**src/hw/cpm_pkg.sv**
```systemverilog
package cpm_pkg;
  // register byte offsets, one aligned word each
  localparam logic [7:0] OFS_ENABLE = 8'h00;
  localparam logic [7:0] OFS_COLOR_TIME = 8'h04;
  localparam logic [7:0] OFS_PROX_TIME = 8'h08;
  localparam logic [7:0] OFS_WAIT_TIME = 8'h0c;
  localparam logic [7:0] OFS_CONFIG = 8'h10;
  localparam logic [7:0] OFS_CTHR = 8'h14;
  localparam logic [7:0] OFS_PTHR = 8'h18;
  localparam logic [7:0] OFS_PERS = 8'h1c;
  localparam logic [7:0] OFS_STATUS = 8'h20;
  localparam logic [7:0] OFS_CDATA0 = 8'h24;
  localparam logic [7:0] OFS_CDATA1 = 8'h28;
  localparam logic [7:0] OFS_PROX_DATA = 8'h2c;
  // enable register bit positions
  localparam int EN_POWER = 0;
  localparam int EN_COLOR = 1;
  localparam int EN_PROX = 2;
  localparam int EN_WEN = 3;
  localparam int EN_CIEN = 4;
  localparam int EN_PIEN = 5;
  // status bit positions; writing one to a flag bit clears it
  localparam int ST_CVALID = 0;
  localparam int ST_PROX_VALID = 1;
  localparam int ST_CINT = 4;
  localparam int ST_PINT = 5;
  // config register field positions
  localparam int CFG_LONG = 0;
  localparam int CFG_DRV_LO = 2;
  localparam int CFG_PULSES_LO = 8;
  // values after reset
  localparam logic [5:0] ENABLE_RST = 6'h00;
  localparam logic [7:0] TIME_RST = 8'hff;
  localparam logic [7:0] PROX_PULSE_COUNT_RST = 8'h01;
  localparam logic [1:0] DRIVE_RST = 2'h0;
  localparam logic [15:0] THR_LO_RST = 16'h0000;
  localparam logic [15:0] THR_HI_RST = 16'hffff;
  // timing
  localparam real CLK_MHZ = 10.0;
  localparam real STEP_TIME_MS = 2.4;
  localparam real LED_ON_US = 6.3;
  localparam real LED_PERIOD_US = 14.0;
  localparam int STEP_CYC_DEF = int'(STEP_TIME_MS * 1000.0 * CLK_MHZ);
  localparam int LED_ON_CYC = int'(LED_ON_US * CLK_MHZ);
  localparam int LED_PER_CYC = int'(LED_PERIOD_US * CLK_MHZ);
  localparam logic [8:0] STEP_BASE = 9'h100;
  localparam int LONG_WAIT_MULT = 12;

  typedef enum logic [2:0] {
    ST_SLEEP, ST_START, ST_PROX_ACCUM, ST_PROX_WAIT, ST_PROX_ADC,
    ST_WAIT, ST_COLOR_INIT, ST_COLOR_ADC
  } cpm_state_e;
endpackage : cpm_pkg

```
**src/hw/cpm_chk_if.sv**
```systemverilog
`timescale 1ns/1ps
interface cpm_chk_if;
  logic [15:0] result;
  logic strobe;
  logic [15:0] lo;
  logic [15:0] hi;
  logic [3:0] pers;
  logic clr;
  logic flag;
  modport seq (output result, strobe, lo, hi, pers, clr, input flag);
  modport chk (input result, strobe, lo, hi, pers, clr, output flag);
endinterface : cpm_chk_if

```
**src/hw/cpm_chan_check.sv**
```systemverilog
`timescale 1ns/1ps
module cpm_chan_check import cpm_pkg::*; (
  // clock and reset
  input wire logic pclk,
  input wire logic presetn,
  // one channel's result, thresholds and flag
  cpm_chk_if.chk ch
);
  logic [3:0] run_reg;
  logic flag_reg;
  logic out_range;
  logic [3:0] need;
  logic [3:0] run_next;

  // low threshold first; a low above the high hides the high
  always_comb
  begin
    out_range = ch.result < ch.lo;
    if (ch.lo <= ch.hi && ch.result > ch.hi)
      out_range = 1'b1;
    need = (ch.pers == 4'h0) ? 4'h1 : ch.pers;
    run_next = (run_reg == 4'hf) ? run_reg : run_reg + 4'h1;
  end

  always_ff @(posedge pclk or negedge presetn)
  begin
    if (!presetn)
      run_reg <= 4'h0;
    else if (ch.strobe)
      run_reg <= out_range ? run_next : 4'h0;
    else if (ch.clr)
      run_reg <= 4'h0;
  end

  // flag sticks until cleared; a new hit beats the clear
  always_ff @(posedge pclk or negedge presetn)
  begin
    if (!presetn)
      flag_reg <= 1'b0;
    else if (ch.strobe && out_range && run_next >= need)
      flag_reg <= 1'b1;
    else if (ch.clr)
      flag_reg <= 1'b0;
  end

  assign ch.flag = flag_reg;
endmodule : cpm_chan_check

```
**src/hw/cpm_sequencer.sv**
```systemverilog
// Our own choices: the register offsets and register access over APB.
`timescale 1ns/1ps
// Notes on behaviour
// - after reset the sequencer sleeps and measures nothing until powered on.
// - power-on goes to start, then runs enabled proximity, wait, colour phases.
// - power-on bit is bit zero of the enable register at offset zero.
// - on power-off, conversions under way finish before sleep.
// - four colour channels integrate together and move to data at once.
// - results reach readable registers whole, never half updated.
// - after colour transfer the sequencer moves on by itself.
// - timed phases last 2.4 ms times 256 minus register value.
// - LED output on 6.3 us in every 14.0 us during accumulate.
// - emit the programmed 1 to 255 LED pulses per proximity cycle.
// - drive-strength field selects one of four sink currents.
// - add signal while LED on, subtract background while off.
// - after last pulse give 16-bit result in two bytes.
// - proximity conversion 1 to 256 steps of 2.4 ms scales result.
// - proximity valid set after first cycle, kept until proximity disabled.
// - interrupt pin is a level, not a pulse.
// - enabled interrupt when clear or proximity result leaves its window.
// - interrupt stays until the host clears it.
// - persistence needs that many consecutive out-of-range results.
// - clear and proximity keep separate thresholds and persistence.
// - host bus accepts any request pace.
// - proximity wait lasts fixed 2.4 ms between accumulate and conversion.
// - long-wait multiplies wait time by twelve.
// - colour init lasts 2.4 ms before colour conversion.
// - proximity interrupt appears at end of proximity conversion.
module cpm_sequencer import cpm_pkg::*; #(
  parameter int STEP_CYC = STEP_CYC_DEF,
  parameter int LVL_W = 10
) (
  // clock and reset
  input wire logic pclk,
  input wire logic presetn,
  // apb slave
  input wire logic psel,
  input wire logic penable,
  input wire logic pwrite,
  input wire logic [7:0] paddr,
  input wire logic [31:0] pwdata,
  output logic [31:0] prdata,
  output logic pready,
  output logic pslverr,
  // photodiode levels from the analog front end
  input wire logic [LVL_W-1:0] red_level,
  input wire logic [LVL_W-1:0] green_level,
  input wire logic [LVL_W-1:0] blue_level,
  input wire logic [LVL_W-1:0] clear_level,
  input wire logic [LVL_W-1:0] prox_level,
  // led and interrupt pins
  output logic led_sink_output,
  output logic [1:0] led_drive_strength,
  output logic int_n
);
  localparam int SW = 5 * LVL_W;
  localparam int STEP_W = $clog2(STEP_CYC + 1);

  logic [SW-1:0] sens_meta_reg;
  logic [SW-1:0] sens_reg;
  logic [LVL_W-1:0] lvl [5];
  cpm_state_e state_reg;
  cpm_state_e state_next;
  logic [5:0] enable_reg;
  logic [7:0] color_integration_count;
  logic [7:0] prox_conversion_count;
  logic [7:0] wait_time_count;
  logic long_wait_select;
  logic [7:0] prox_pulse_count;
  logic [15:0] cthr_lo_reg, cthr_hi_reg, pthr_lo_reg, pthr_hi_reg;
  logic [3:0] cpers_reg, ppers_reg;
  logic [15:0] acc_reg [4];
  logic [15:0] acc_plus [4];
  logic [15:0] color_data_reg [4];
  logic [15:0] prox_result_regs;
  logic signed [19:0] prox_acc_reg;
  logic color_valid_reg, prox_result_valid;
  logic [STEP_W-1:0] step_cnt_reg;
  logic [11:0] steps_left_reg;
  logic [11:0] steps_load;
  logic step_end, phase_done;
  logic [7:0] pcyc_reg;
  logic [7:0] pulses_reg;
  logic [7:0] pulse_target;
  logic accum_done;
  logic [31:0] rd_mux;
  logic rd_hit;
  logic wr_go;
  logic [15:0] prox_scaled;
  logic [28:0] prox_prod;
  logic [8:0] pconv_steps;
  logic power_on_bit, color_enable, proximity_enable, wen;
  cpm_chk_if cchk ();
  cpm_chk_if pchk ();

  // levels come from another domain: two flops before use
  always_ff @(posedge pclk or negedge presetn)
  begin
    if (!presetn)
    begin
      sens_meta_reg <= '0;
      sens_reg <= '0;
    end
    else
    begin
      sens_meta_reg <= {prox_level, clear_level, blue_level, green_level, red_level};
      sens_reg <= sens_meta_reg;
    end
  end

  for (genvar i = 0; i < 5; i++)
  begin : g_lvl
    assign lvl[i] = sens_reg[i*LVL_W +: LVL_W];
  end

  assign power_on_bit = enable_reg[EN_POWER];
  assign color_enable = enable_reg[EN_COLOR];
  assign proximity_enable = enable_reg[EN_PROX];
  assign wen = enable_reg[EN_WEN];
  assign pulse_target = (prox_pulse_count == 8'h00) ? 8'h01 : prox_pulse_count;
  assign step_end = step_cnt_reg == STEP_W'(STEP_CYC - 1);
  assign phase_done = step_end && steps_left_reg == 12'h000;
  assign accum_done = pcyc_reg == 8'(LED_PER_CYC - 1) && pulses_reg == pulse_target - 8'h01;
  assign pconv_steps = STEP_BASE - {1'b0, prox_conversion_count};

  // phase order, skipping phases not enabled
  always_comb
  begin
    state_next = state_reg;
    unique case (state_reg)
      ST_SLEEP: if (power_on_bit) state_next = ST_START;
      ST_START:
        if (!power_on_bit) state_next = ST_SLEEP;
        else if (proximity_enable) state_next = ST_PROX_ACCUM;
        else if (wen) state_next = ST_WAIT;
        else if (color_enable) state_next = ST_COLOR_INIT;
      // an accumulate always runs through to its conversion
      ST_PROX_ACCUM: if (accum_done) state_next = ST_PROX_WAIT;
      ST_PROX_WAIT: if (phase_done) state_next = ST_PROX_ADC;
      ST_PROX_ADC:
        if (phase_done)
          state_next = !power_on_bit ? ST_SLEEP : wen ? ST_WAIT
            : color_enable ? ST_COLOR_INIT : ST_START;
      ST_WAIT:
        if (phase_done)
          state_next = !power_on_bit ? ST_SLEEP : color_enable ? ST_COLOR_INIT : ST_START;
      ST_COLOR_INIT: if (phase_done) state_next = ST_COLOR_ADC;
      // move on unaided after the colour transfer
      ST_COLOR_ADC: if (phase_done) state_next = power_on_bit ? ST_START : ST_SLEEP;
    endcase
  end

  // step count of the phase being entered, minus one
  always_comb
  begin
    unique case (state_next)
      ST_PROX_ADC: steps_load = 12'(pconv_steps - 9'h001);
      // long wait is twelve times longer
      ST_WAIT: steps_load = 12'((STEP_BASE - {1'b0, wait_time_count})
        * (long_wait_select ? LONG_WAIT_MULT : 1) - 1);
      ST_COLOR_ADC: steps_load = 12'(STEP_BASE - {1'b0, color_integration_count} - 9'h001);
      default: steps_load = 12'h000;
    endcase
  end

  always_ff @(posedge pclk or negedge presetn)
  begin
    if (!presetn)
      state_reg <= ST_SLEEP;
    else
      state_reg <= state_next;
  end

  // init and wait phases count whole 2.4 ms steps
  always_ff @(posedge pclk or negedge presetn)
  begin
    if (!presetn)
    begin
      step_cnt_reg <= '0;
      steps_left_reg <= 12'h000;
    end
    else if (state_next != state_reg)
    begin
      step_cnt_reg <= '0;
      steps_left_reg <= steps_load;
    end
    else if (step_end)
    begin
      step_cnt_reg <= '0;
      steps_left_reg <= steps_left_reg - 12'h001;
    end
    else
      step_cnt_reg <= step_cnt_reg + STEP_W'(1);
  end

  always_ff @(posedge pclk or negedge presetn)
  begin
    if (!presetn)
    begin
      pcyc_reg <= 8'h00;
      pulses_reg <= 8'h00;
    end
    else if (state_reg != ST_PROX_ACCUM)
    begin
      pcyc_reg <= 8'h00;
      pulses_reg <= 8'h00;
    end
    else if (pcyc_reg == 8'(LED_PER_CYC - 1))
    begin
      pcyc_reg <= 8'h00;
      pulses_reg <= pulses_reg + 8'h01;
    end
    else
      pcyc_reg <= pcyc_reg + 8'h01;
  end

  always_ff @(posedge pclk or negedge presetn)
  begin
    if (!presetn)
      led_sink_output <= 1'b0;
    else
      led_sink_output <= state_reg == ST_PROX_ACCUM && pcyc_reg < 8'(LED_ON_CYC);
  end

  // on-time adds signal plus ambient, equal off-time removes ambient
  always_ff @(posedge pclk or negedge presetn)
  begin
    if (!presetn)
      prox_acc_reg <= '0;
    else if (state_reg == ST_START)
      prox_acc_reg <= '0;
    else if (state_reg == ST_PROX_ACCUM && pcyc_reg < 8'(LED_ON_CYC))
      prox_acc_reg <= prox_acc_reg + 20'(lvl[4]);
    else if (state_reg == ST_PROX_ACCUM && pcyc_reg < 8'(2 * LED_ON_CYC))
      prox_acc_reg <= prox_acc_reg - 20'(lvl[4]);
  end

  // conversion length scales the result, saturated to 16 bits
  always_comb
  begin
    prox_prod = prox_acc_reg[19] ? 29'h0 : 29'(prox_acc_reg) * 29'(pconv_steps);
    prox_scaled = (prox_prod > 29'h000ffff) ? 16'hffff : prox_prod[15:0];
  end

  // all four channels integrate together, saturating
  for (genvar i = 0; i < 4; i++)
  begin : g_acc
    logic [16:0] sum;
    assign sum = {1'b0, acc_reg[i]} + 17'(lvl[i]);
    assign acc_plus[i] = sum[16] ? 16'hffff : sum[15:0];
    always_ff @(posedge pclk or negedge presetn)
    begin
      if (!presetn)
        acc_reg[i] <= 16'h0000;
      else if (state_reg == ST_COLOR_INIT)
        acc_reg[i] <= 16'h0000;
      else if (state_reg == ST_COLOR_ADC && step_end)
        acc_reg[i] <= acc_plus[i];
    end
    // data word is loaded in one edge, so reads see old or new
    always_ff @(posedge pclk or negedge presetn)
    begin
      if (!presetn)
        color_data_reg[i] <= 16'h0000;
      else if (state_reg == ST_COLOR_ADC && phase_done)
        color_data_reg[i] <= acc_plus[i];
    end
  end

  // 16-bit result, low byte and high byte in one word
  always_ff @(posedge pclk or negedge presetn)
  begin
    if (!presetn)
      prox_result_regs <= 16'h0000;
    else if (state_reg == ST_PROX_ADC && phase_done)
      prox_result_regs <= prox_scaled;
  end

  // valid after a completed cycle, dropped with the enable
  always_ff @(posedge pclk or negedge presetn)
  begin
    if (!presetn)
      prox_result_valid <= 1'b0;
    else if (state_reg == ST_PROX_ADC && phase_done)
      prox_result_valid <= 1'b1;
    else if (!proximity_enable)
      prox_result_valid <= 1'b0;
  end

  always_ff @(posedge pclk or negedge presetn)
  begin
    if (!presetn)
      color_valid_reg <= 1'b0;
    else if (state_reg == ST_COLOR_ADC && phase_done)
      color_valid_reg <= 1'b1;
    else if (!color_enable)
      color_valid_reg <= 1'b0;
  end

  // separate window and persistence per channel
  assign cchk.result = acc_plus[3];
  assign cchk.strobe = state_reg == ST_COLOR_ADC && phase_done;
  assign cchk.lo = cthr_lo_reg;
  assign cchk.hi = cthr_hi_reg;
  assign cchk.pers = cpers_reg;
  assign cchk.clr = wr_go && paddr == OFS_STATUS && pwdata[ST_CINT];
  assign pchk.result = prox_scaled;
  // proximity result judged at end of conversion
  assign pchk.strobe = state_reg == ST_PROX_ADC && phase_done;
  assign pchk.lo = pthr_lo_reg;
  assign pchk.hi = pthr_hi_reg;
  assign pchk.pers = ppers_reg;
  assign pchk.clr = wr_go && paddr == OFS_STATUS && pwdata[ST_PINT];

  cpm_chan_check u_clear_chk (.pclk(pclk), .presetn(presetn), .ch(cchk.chk));
  cpm_chan_check u_prox_chk (.pclk(pclk), .presetn(presetn), .ch(pchk.chk));

  always_ff @(posedge pclk or negedge presetn)
  begin
    if (!presetn)
      int_n <= 1'b1;
    else
      int_n <= !((cchk.flag && enable_reg[EN_CIEN]) || (pchk.flag && enable_reg[EN_PIEN]));
  end

  // zero-wait-state answer whatever the spacing of requests
  assign wr_go = psel && penable && pready && pwrite;

  always_comb
  begin
    rd_hit = 1'b1;
    unique case (paddr)
      OFS_ENABLE: rd_mux = {26'h0, enable_reg};
      OFS_COLOR_TIME: rd_mux = {24'h0, color_integration_count};
      OFS_PROX_TIME: rd_mux = {24'h0, prox_conversion_count};
      OFS_WAIT_TIME: rd_mux = {24'h0, wait_time_count};
      OFS_CONFIG: rd_mux = {16'h0, prox_pulse_count, 4'h0, led_drive_strength,
        1'b0, long_wait_select};
      OFS_CTHR: rd_mux = {cthr_hi_reg, cthr_lo_reg};
      OFS_PTHR: rd_mux = {pthr_hi_reg, pthr_lo_reg};
      OFS_PERS: rd_mux = {24'h0, ppers_reg, cpers_reg};
      OFS_STATUS: rd_mux = {26'h0, pchk.flag, cchk.flag, 2'b00,
        prox_result_valid, color_valid_reg};
      OFS_CDATA0: rd_mux = {color_data_reg[0], color_data_reg[3]};
      OFS_CDATA1: rd_mux = {color_data_reg[2], color_data_reg[1]};
      OFS_PROX_DATA: rd_mux = {16'h0, prox_result_regs[15:8], prox_result_regs[7:0]};
      default:
      begin
        rd_mux = 32'h0;
        rd_hit = 1'b0;
      end
    endcase
  end

  always_ff @(posedge pclk or negedge presetn)
  begin
    if (!presetn)
    begin
      pready <= 1'b0;
      prdata <= 32'h0;
      pslverr <= 1'b0;
    end
    else
    begin
      pready <= psel && !penable;
      prdata <= (psel && !penable && !pwrite) ? rd_mux : 32'h0;
      pslverr <= psel && !penable && !rd_hit;
    end
  end

  // power-on bit at offset zero, bit zero
  always_ff @(posedge pclk or negedge presetn)
  begin
    if (!presetn)
    begin
      enable_reg <= ENABLE_RST;
      color_integration_count <= TIME_RST;
      prox_conversion_count <= TIME_RST;
      wait_time_count <= TIME_RST;
      long_wait_select <= 1'b0;
      led_drive_strength <= DRIVE_RST;
      prox_pulse_count <= PROX_PULSE_COUNT_RST;
      cthr_lo_reg <= THR_LO_RST;
      cthr_hi_reg <= THR_HI_RST;
      pthr_lo_reg <= THR_LO_RST;
      pthr_hi_reg <= THR_HI_RST;
      cpers_reg <= 4'h0;
      ppers_reg <= 4'h0;
    end
    else if (wr_go && rd_hit)
    begin
      unique case (paddr)
        OFS_ENABLE: enable_reg <= pwdata[5:0];
        OFS_COLOR_TIME: color_integration_count <= pwdata[7:0];
        OFS_PROX_TIME: prox_conversion_count <= pwdata[7:0];
        OFS_WAIT_TIME: wait_time_count <= pwdata[7:0];
        OFS_CONFIG:
        begin
          long_wait_select <= pwdata[CFG_LONG];
          // 0 100 mA, 1 50 mA, 2 25 mA, 3 12.5 mA
          led_drive_strength <= pwdata[CFG_DRV_LO +: 2];
          prox_pulse_count <= pwdata[CFG_PULSES_LO +: 8];
        end
        OFS_CTHR: {cthr_hi_reg, cthr_lo_reg} <= pwdata;
        OFS_PTHR: {pthr_hi_reg, pthr_lo_reg} <= pwdata;
        OFS_PERS: {ppers_reg, cpers_reg} <= pwdata[7:0];
        default: ;
      endcase
    end
  end

  // helper counters for the checks below
  logic [7:0] led_run, led_since, pulse_seen;
  logic led_rose_once;
  always_ff @(posedge pclk or negedge presetn)
  begin
    if (!presetn)
    begin
      led_run <= 8'h00;
      led_since <= 8'h00;
      pulse_seen <= 8'h00;
      led_rose_once <= 1'b0;
    end
    else
    begin
      led_run <= led_sink_output ? led_run + 8'h01 : 8'h00;
      led_since <= (led_sink_output && led_run == 8'h00) ? 8'h01 : led_since + 8'h01;
      led_rose_once <= state_reg == ST_PROX_ACCUM && (led_rose_once || led_sink_output);
      pulse_seen <= state_reg == ST_PROX_WAIT ? 8'h00
        : pulse_seen + 8'((led_sink_output && led_run == 8'h00) ? 1 : 0);
    end
  end
endmodule : cpm_sequencer

```
**config.mk**
```make
export PLATFORM = sky130hd
export DESIGN_NAME = cpm_sequencer
export DESIGN_NICKNAME = d
export VERILOG_FILES = /design/src/hw/cpm_pkg.sv /design/src/hw/cpm_chk_if.sv /design/src/hw/cpm_chan_check.sv /design/src/hw/cpm_sequencer.sv
export SDC_FILE = /design/constraint.sdc
export NUM_CORES = 1
export LEC_CHECK = 0
export BUFFER_PORTS_ARGS = -buffer_cell sky130_fd_sc_hd__buf_2
export CORE_MARGIN = 3
export CORE_UTILIZATION = 23
export CTS_BUF_LIST = sky130_fd_sc_hd__clkbuf_4
export DETAILED_ROUTE_END_ITERATION = 10
export SLEW_MARGIN = 5
export SYNTH_ARGS = -nofsm -noshare
export SYNTH_HDL_FRONTEND = slang
export SYNTH_SLANG_ARGS = --single-unit
```
**constraint.sdc**
```tcl
create_clock -name pclk -period 12.5 [get_ports pclk]
set_input_delay 1.875 -clock pclk [delete_from_list [all_inputs] [get_ports pclk]]
set_output_delay 1.875 -clock pclk [all_outputs]
set_load 0.01 [all_outputs]
```
==> results summary <==
The largest fanout on the critical path came out at 24. The longest clock path from root to sink contains 3 buffers. The sequential-to-total area share from yosys stat is 36.6%. The sink count of the clock tree is 471.

The worst slew slack as a fraction of its limit came out at 17.0%. The endpoint identified for the worst register-to-register timing path is u_prox_chk.run_reg[1]. The quantity of I/O buffers inserted on ports is 132. The number of fillers in the final layout is 14,926. The area of the core region came out at 140,000 sq um.

The initialized floorplan defines 137 standard-cell rows. The hold-fix buffer count after cts is 0. Summed over all nets, the half-perimeter wirelength after detailed placement is 71,300 um. The biggest area consumer among synthesized cells is dfrtp_1.

The timing-limited maximum frequency came out at 93.0 MHz. The total negative slack for setup checks came out at 0 ns. The area of the die is 146,000 sq um. The depth of the worst register-to-register path came out at 37. The termination of the worst setup path is u_prox_chk.run_reg[1]. The smallest setup slack after layout is 1.74 ns.

The routed design has 94,100 um of wire. The setup-violating endpoint count in the final report is 0. Tracing the worst setup path back leads to its startpoint at prox_conversion_count[0].

The count of distinct cell types in the synthesized netlist came out at 78. The kind of path behind the tightest hold check is reg2reg. The category of the worst setup path capture point is a register.

Counting every net in the synthesized netlist gives 3,999. Compared with the post-synthesis result, the final layout area differs by 13.9%. The flow ran to the end, and the final reports show no timing, DRC or antenna violations. The number of max-capacitance violations reported came out at 0. The wire length of the first global-routing pass came out at 149,000 um. The level count of the clock H-tree came out at 4. For this run, asynchronously set or reset flops after synthesis account for 100%. The floorplan die height came out at 382 um. The cell area power density came out at 85.7 nW/um^2. The number of vias in the routed layout came out at 26,183.

The area taken by multi-input logic gates is 18,700 sq um. The clock-pin slew on the worst setup and hold paths is 0.06 ns. The total count of max-transition violations in the final report is 0.

The number of antenna violations at the first check in global routing is 26. The setup slack on the worst flop-to-flop path is 1.74 ns. The slew at the pin closest to its max-slew limit came out at 1.25 ns. The worst clock skew came out at 0.0698 ns. The startpoint identified for the worst register-to-register timing path is prox_conversion_count[0]. By area the synthesized netlist is led by dfrtp_1, fa_1, ha_1, dfstp_2, o21ai_0. The final hold slack is 0.339 ns. In this run the count of I/O pins placed on the die edge is 133.

After detailed routing, the number of vias per cell comes to 4.65. The worst setup path is launched from a register. The number of enable flip-flop cells after synthesis is 0. CTS placed an instance of clkbuf_4 at the clock tree root. The post-synthesis sequential element count came out at 471.

The ratio of final minimum period to clock period is 86.1%. Setup repair after global routing left no endpoint under its margin. The shortest clock period the worst path allows after layout is 10.76 ns.

The worst slack at placement is 1.82 ns. The biggest cell delay along the critical path came out at 0.84 ns. The number of search-and-repair iterations in the first detailed-routing pass came out at 7. In the layout the commonest cells are dfrtp_1, inv_1, nand2_1, o21ai_0, ha_1.

Measured along the x axis, the die boundary spans 382 um. In the final design database the tool counted 4,160 nets. For this run, the total global-route usage over all layers was measured as 12.9%. The count of nets left with antenna violations after detail routing is 0. The total design power is 3.17 mW. The average detailed-routed wire length per instance is 16.7 um. The number of instances in the synthesized netlist came out at 3,486. For this run, the leading register cell type out of synthesis is dfrtp_1. The fraction of layout instances using a drive strength above 1 is 14.6%. In this run the biggest area consumer among cell types represents 31.9% of the synthesized area. The average instance area after synthesis came out at 9.30 sq um. At the end of routability-driven placement, the weighted congestion stood at 0.894. The pin count of the biggest net entering global routing is 155. Across the whole layout, storage elements account for 11,900 sq um. The total setup buffers inserted after CTS came out at 0. The worst hold path begins at sens_meta_reg[31]. The most common cell after layout, fill and taps aside is dfrtp_1. The worst path arrival time came out at 11.57 ns.

After detailed routing, the number of remaining DRC violations is 0. The synthesis warning total is 0. STA puts the critical path data required time at 13.32 ns.

The number of endpoints with negative hold slack in the final report came out at 0. The setup path with the least slack is of type reg2reg. The insertion delay of the later-clocked pin in the worst-skew pair is 0.99 ns. In this run the cell area of the synthesized design comes to 32,400 sq um.

The number of global-route vias before repair came out at 25,833. The total of cells resized after clock tree synthesis came out at 0. After the first detailed-routing iteration, the DRC count stood at 2,112.

The worst-case IR drop observed on VDD is 0.0648 mV. The leakage power of the design came out at 17.8 nW. The initial core utilization is 23.2%. The TritonCTS clock tree is done. After global routing the overflow that remains totals 0. The highest-delay cell along the critical path is dfstp_2.

The cell that appears most often on the critical path is a21o_1. Clock tree synthesis inserted a total of 135 buffers.
-- worst max-delay path: cells and delay by family (launching register included) --
kind / cells / cell delay, ns
fa+ha+maj: 8 / 3.58
compound gates: 16 / 3.17
simple gates: 7 / 2.26
flops: 1 / 0.84
buf+inv: 4 / 0.51
xor+xnor: 2 / 0.28
-- synth_stat cells (all sizes together), types with 8 or more instances --
cell type / number
nor4: 17
mux2i: 19
and2: 101
a31oi: 31
o21a: 23
a21oi: 167
o21bai: 13
inv: 361
buf: 24
or3: 16
ha: 252
nand4: 26
xnor2: 93
a22oi: 59
nand3: 126
and3: 25
a22o: 19
mux2: 58
xor2: 56
fa: 166
nor3: 71
nor2b: 38
a21boi: 13
clkbuf: 122
dfstp: 58
nand2: 354
o21ai: 300
o31ai: 13
nor2: 228
a211oi: 17
nand2b: 27
a221oi: 17
a31o: 9
a311oi: 8
a21o: 58
dfrtp: 413
-- through the flow --
| step | utilization [%] | std cells | instance area [sq um] |
|---|---|---|---|
| 3_3_place_gp | 25.2 | 5386 | 35200 |
| 2_1_floorplan | - | 3486 | 32400 |
| 4_1_cts | 26.4 | 5621 | 36900 |
| 6_report | 26.4 | 5629 | 36900 |
| 3_5_place_dp | 25.2 | 5386 | 35200 |
| 5_1_grt | 26.4 | 5624 | 36900 |
-- metal layers --
metal / vias to the layer above / wire, um / GRT usage, % / part of all wire, %
met5: - / 160 / 0 / 0.17
met4: 26 / 1930 / 3.61 / 2.0
met3: 163 / 6710 / 3.10 / 7.1
met2: 784 / 40600 / 19.2 / 43
met1: 12896 / 44700 / 18.6 / 47
li1: 12314 / - / - / -
-- worst min path at each step --
stage,depth (start not counted),to,slack (ns)
2_1_floorplan,0,sens_reg[0],0.33
3_3_place_gp,0,sens_reg[49],0.33
3_5_place_dp,0,sens_reg[21],0.33
4_1_cts,0,sens_reg[43],0.34
5_1_grt,0,sens_reg[31],0.35
6_report,0,sens_reg[31],0.34
-- logic make-up after synthesis --
group | count (synthesis) | synth area share, %
compound gates | 796 | 15.3
xor+xnor | 149 | 4.02
fa+ha+maj | 418 | 20.0
buf+inv | 508 | 6.01
flops | 471 | 36.6
mux | 77 | 2.60
other cells | 2 | 0.0232
simple gates | 1065 | 15.5
-- cell type report --
| cell class | count | area share (%) |
|---|---|---|
| Sequential cell | 471 | 32.1 |
| Inverter | 362 | 3.68 |
| Clock inverter | 35 | 0.522 |
| Clock buffer | 200 | 4.06 |
| Multi-Input combinational cell | 2507 | 50.6 |
| Antenna cell | 8 | 0.0542 |
| Timing Repair Buffer | 170 | 2.62 |
| Tap cell | 1876 | 6.35 |
-- power by group --
part / leakage [nW] / switching (mW) / internal (mW)
registers: 5.86 / 0.0223 / 1.56
clock network: 1.01 / 0.689 / 0.754
logic: 10.9 / 0.0947 / 0.0508
(Power assumes the default switching activity.)
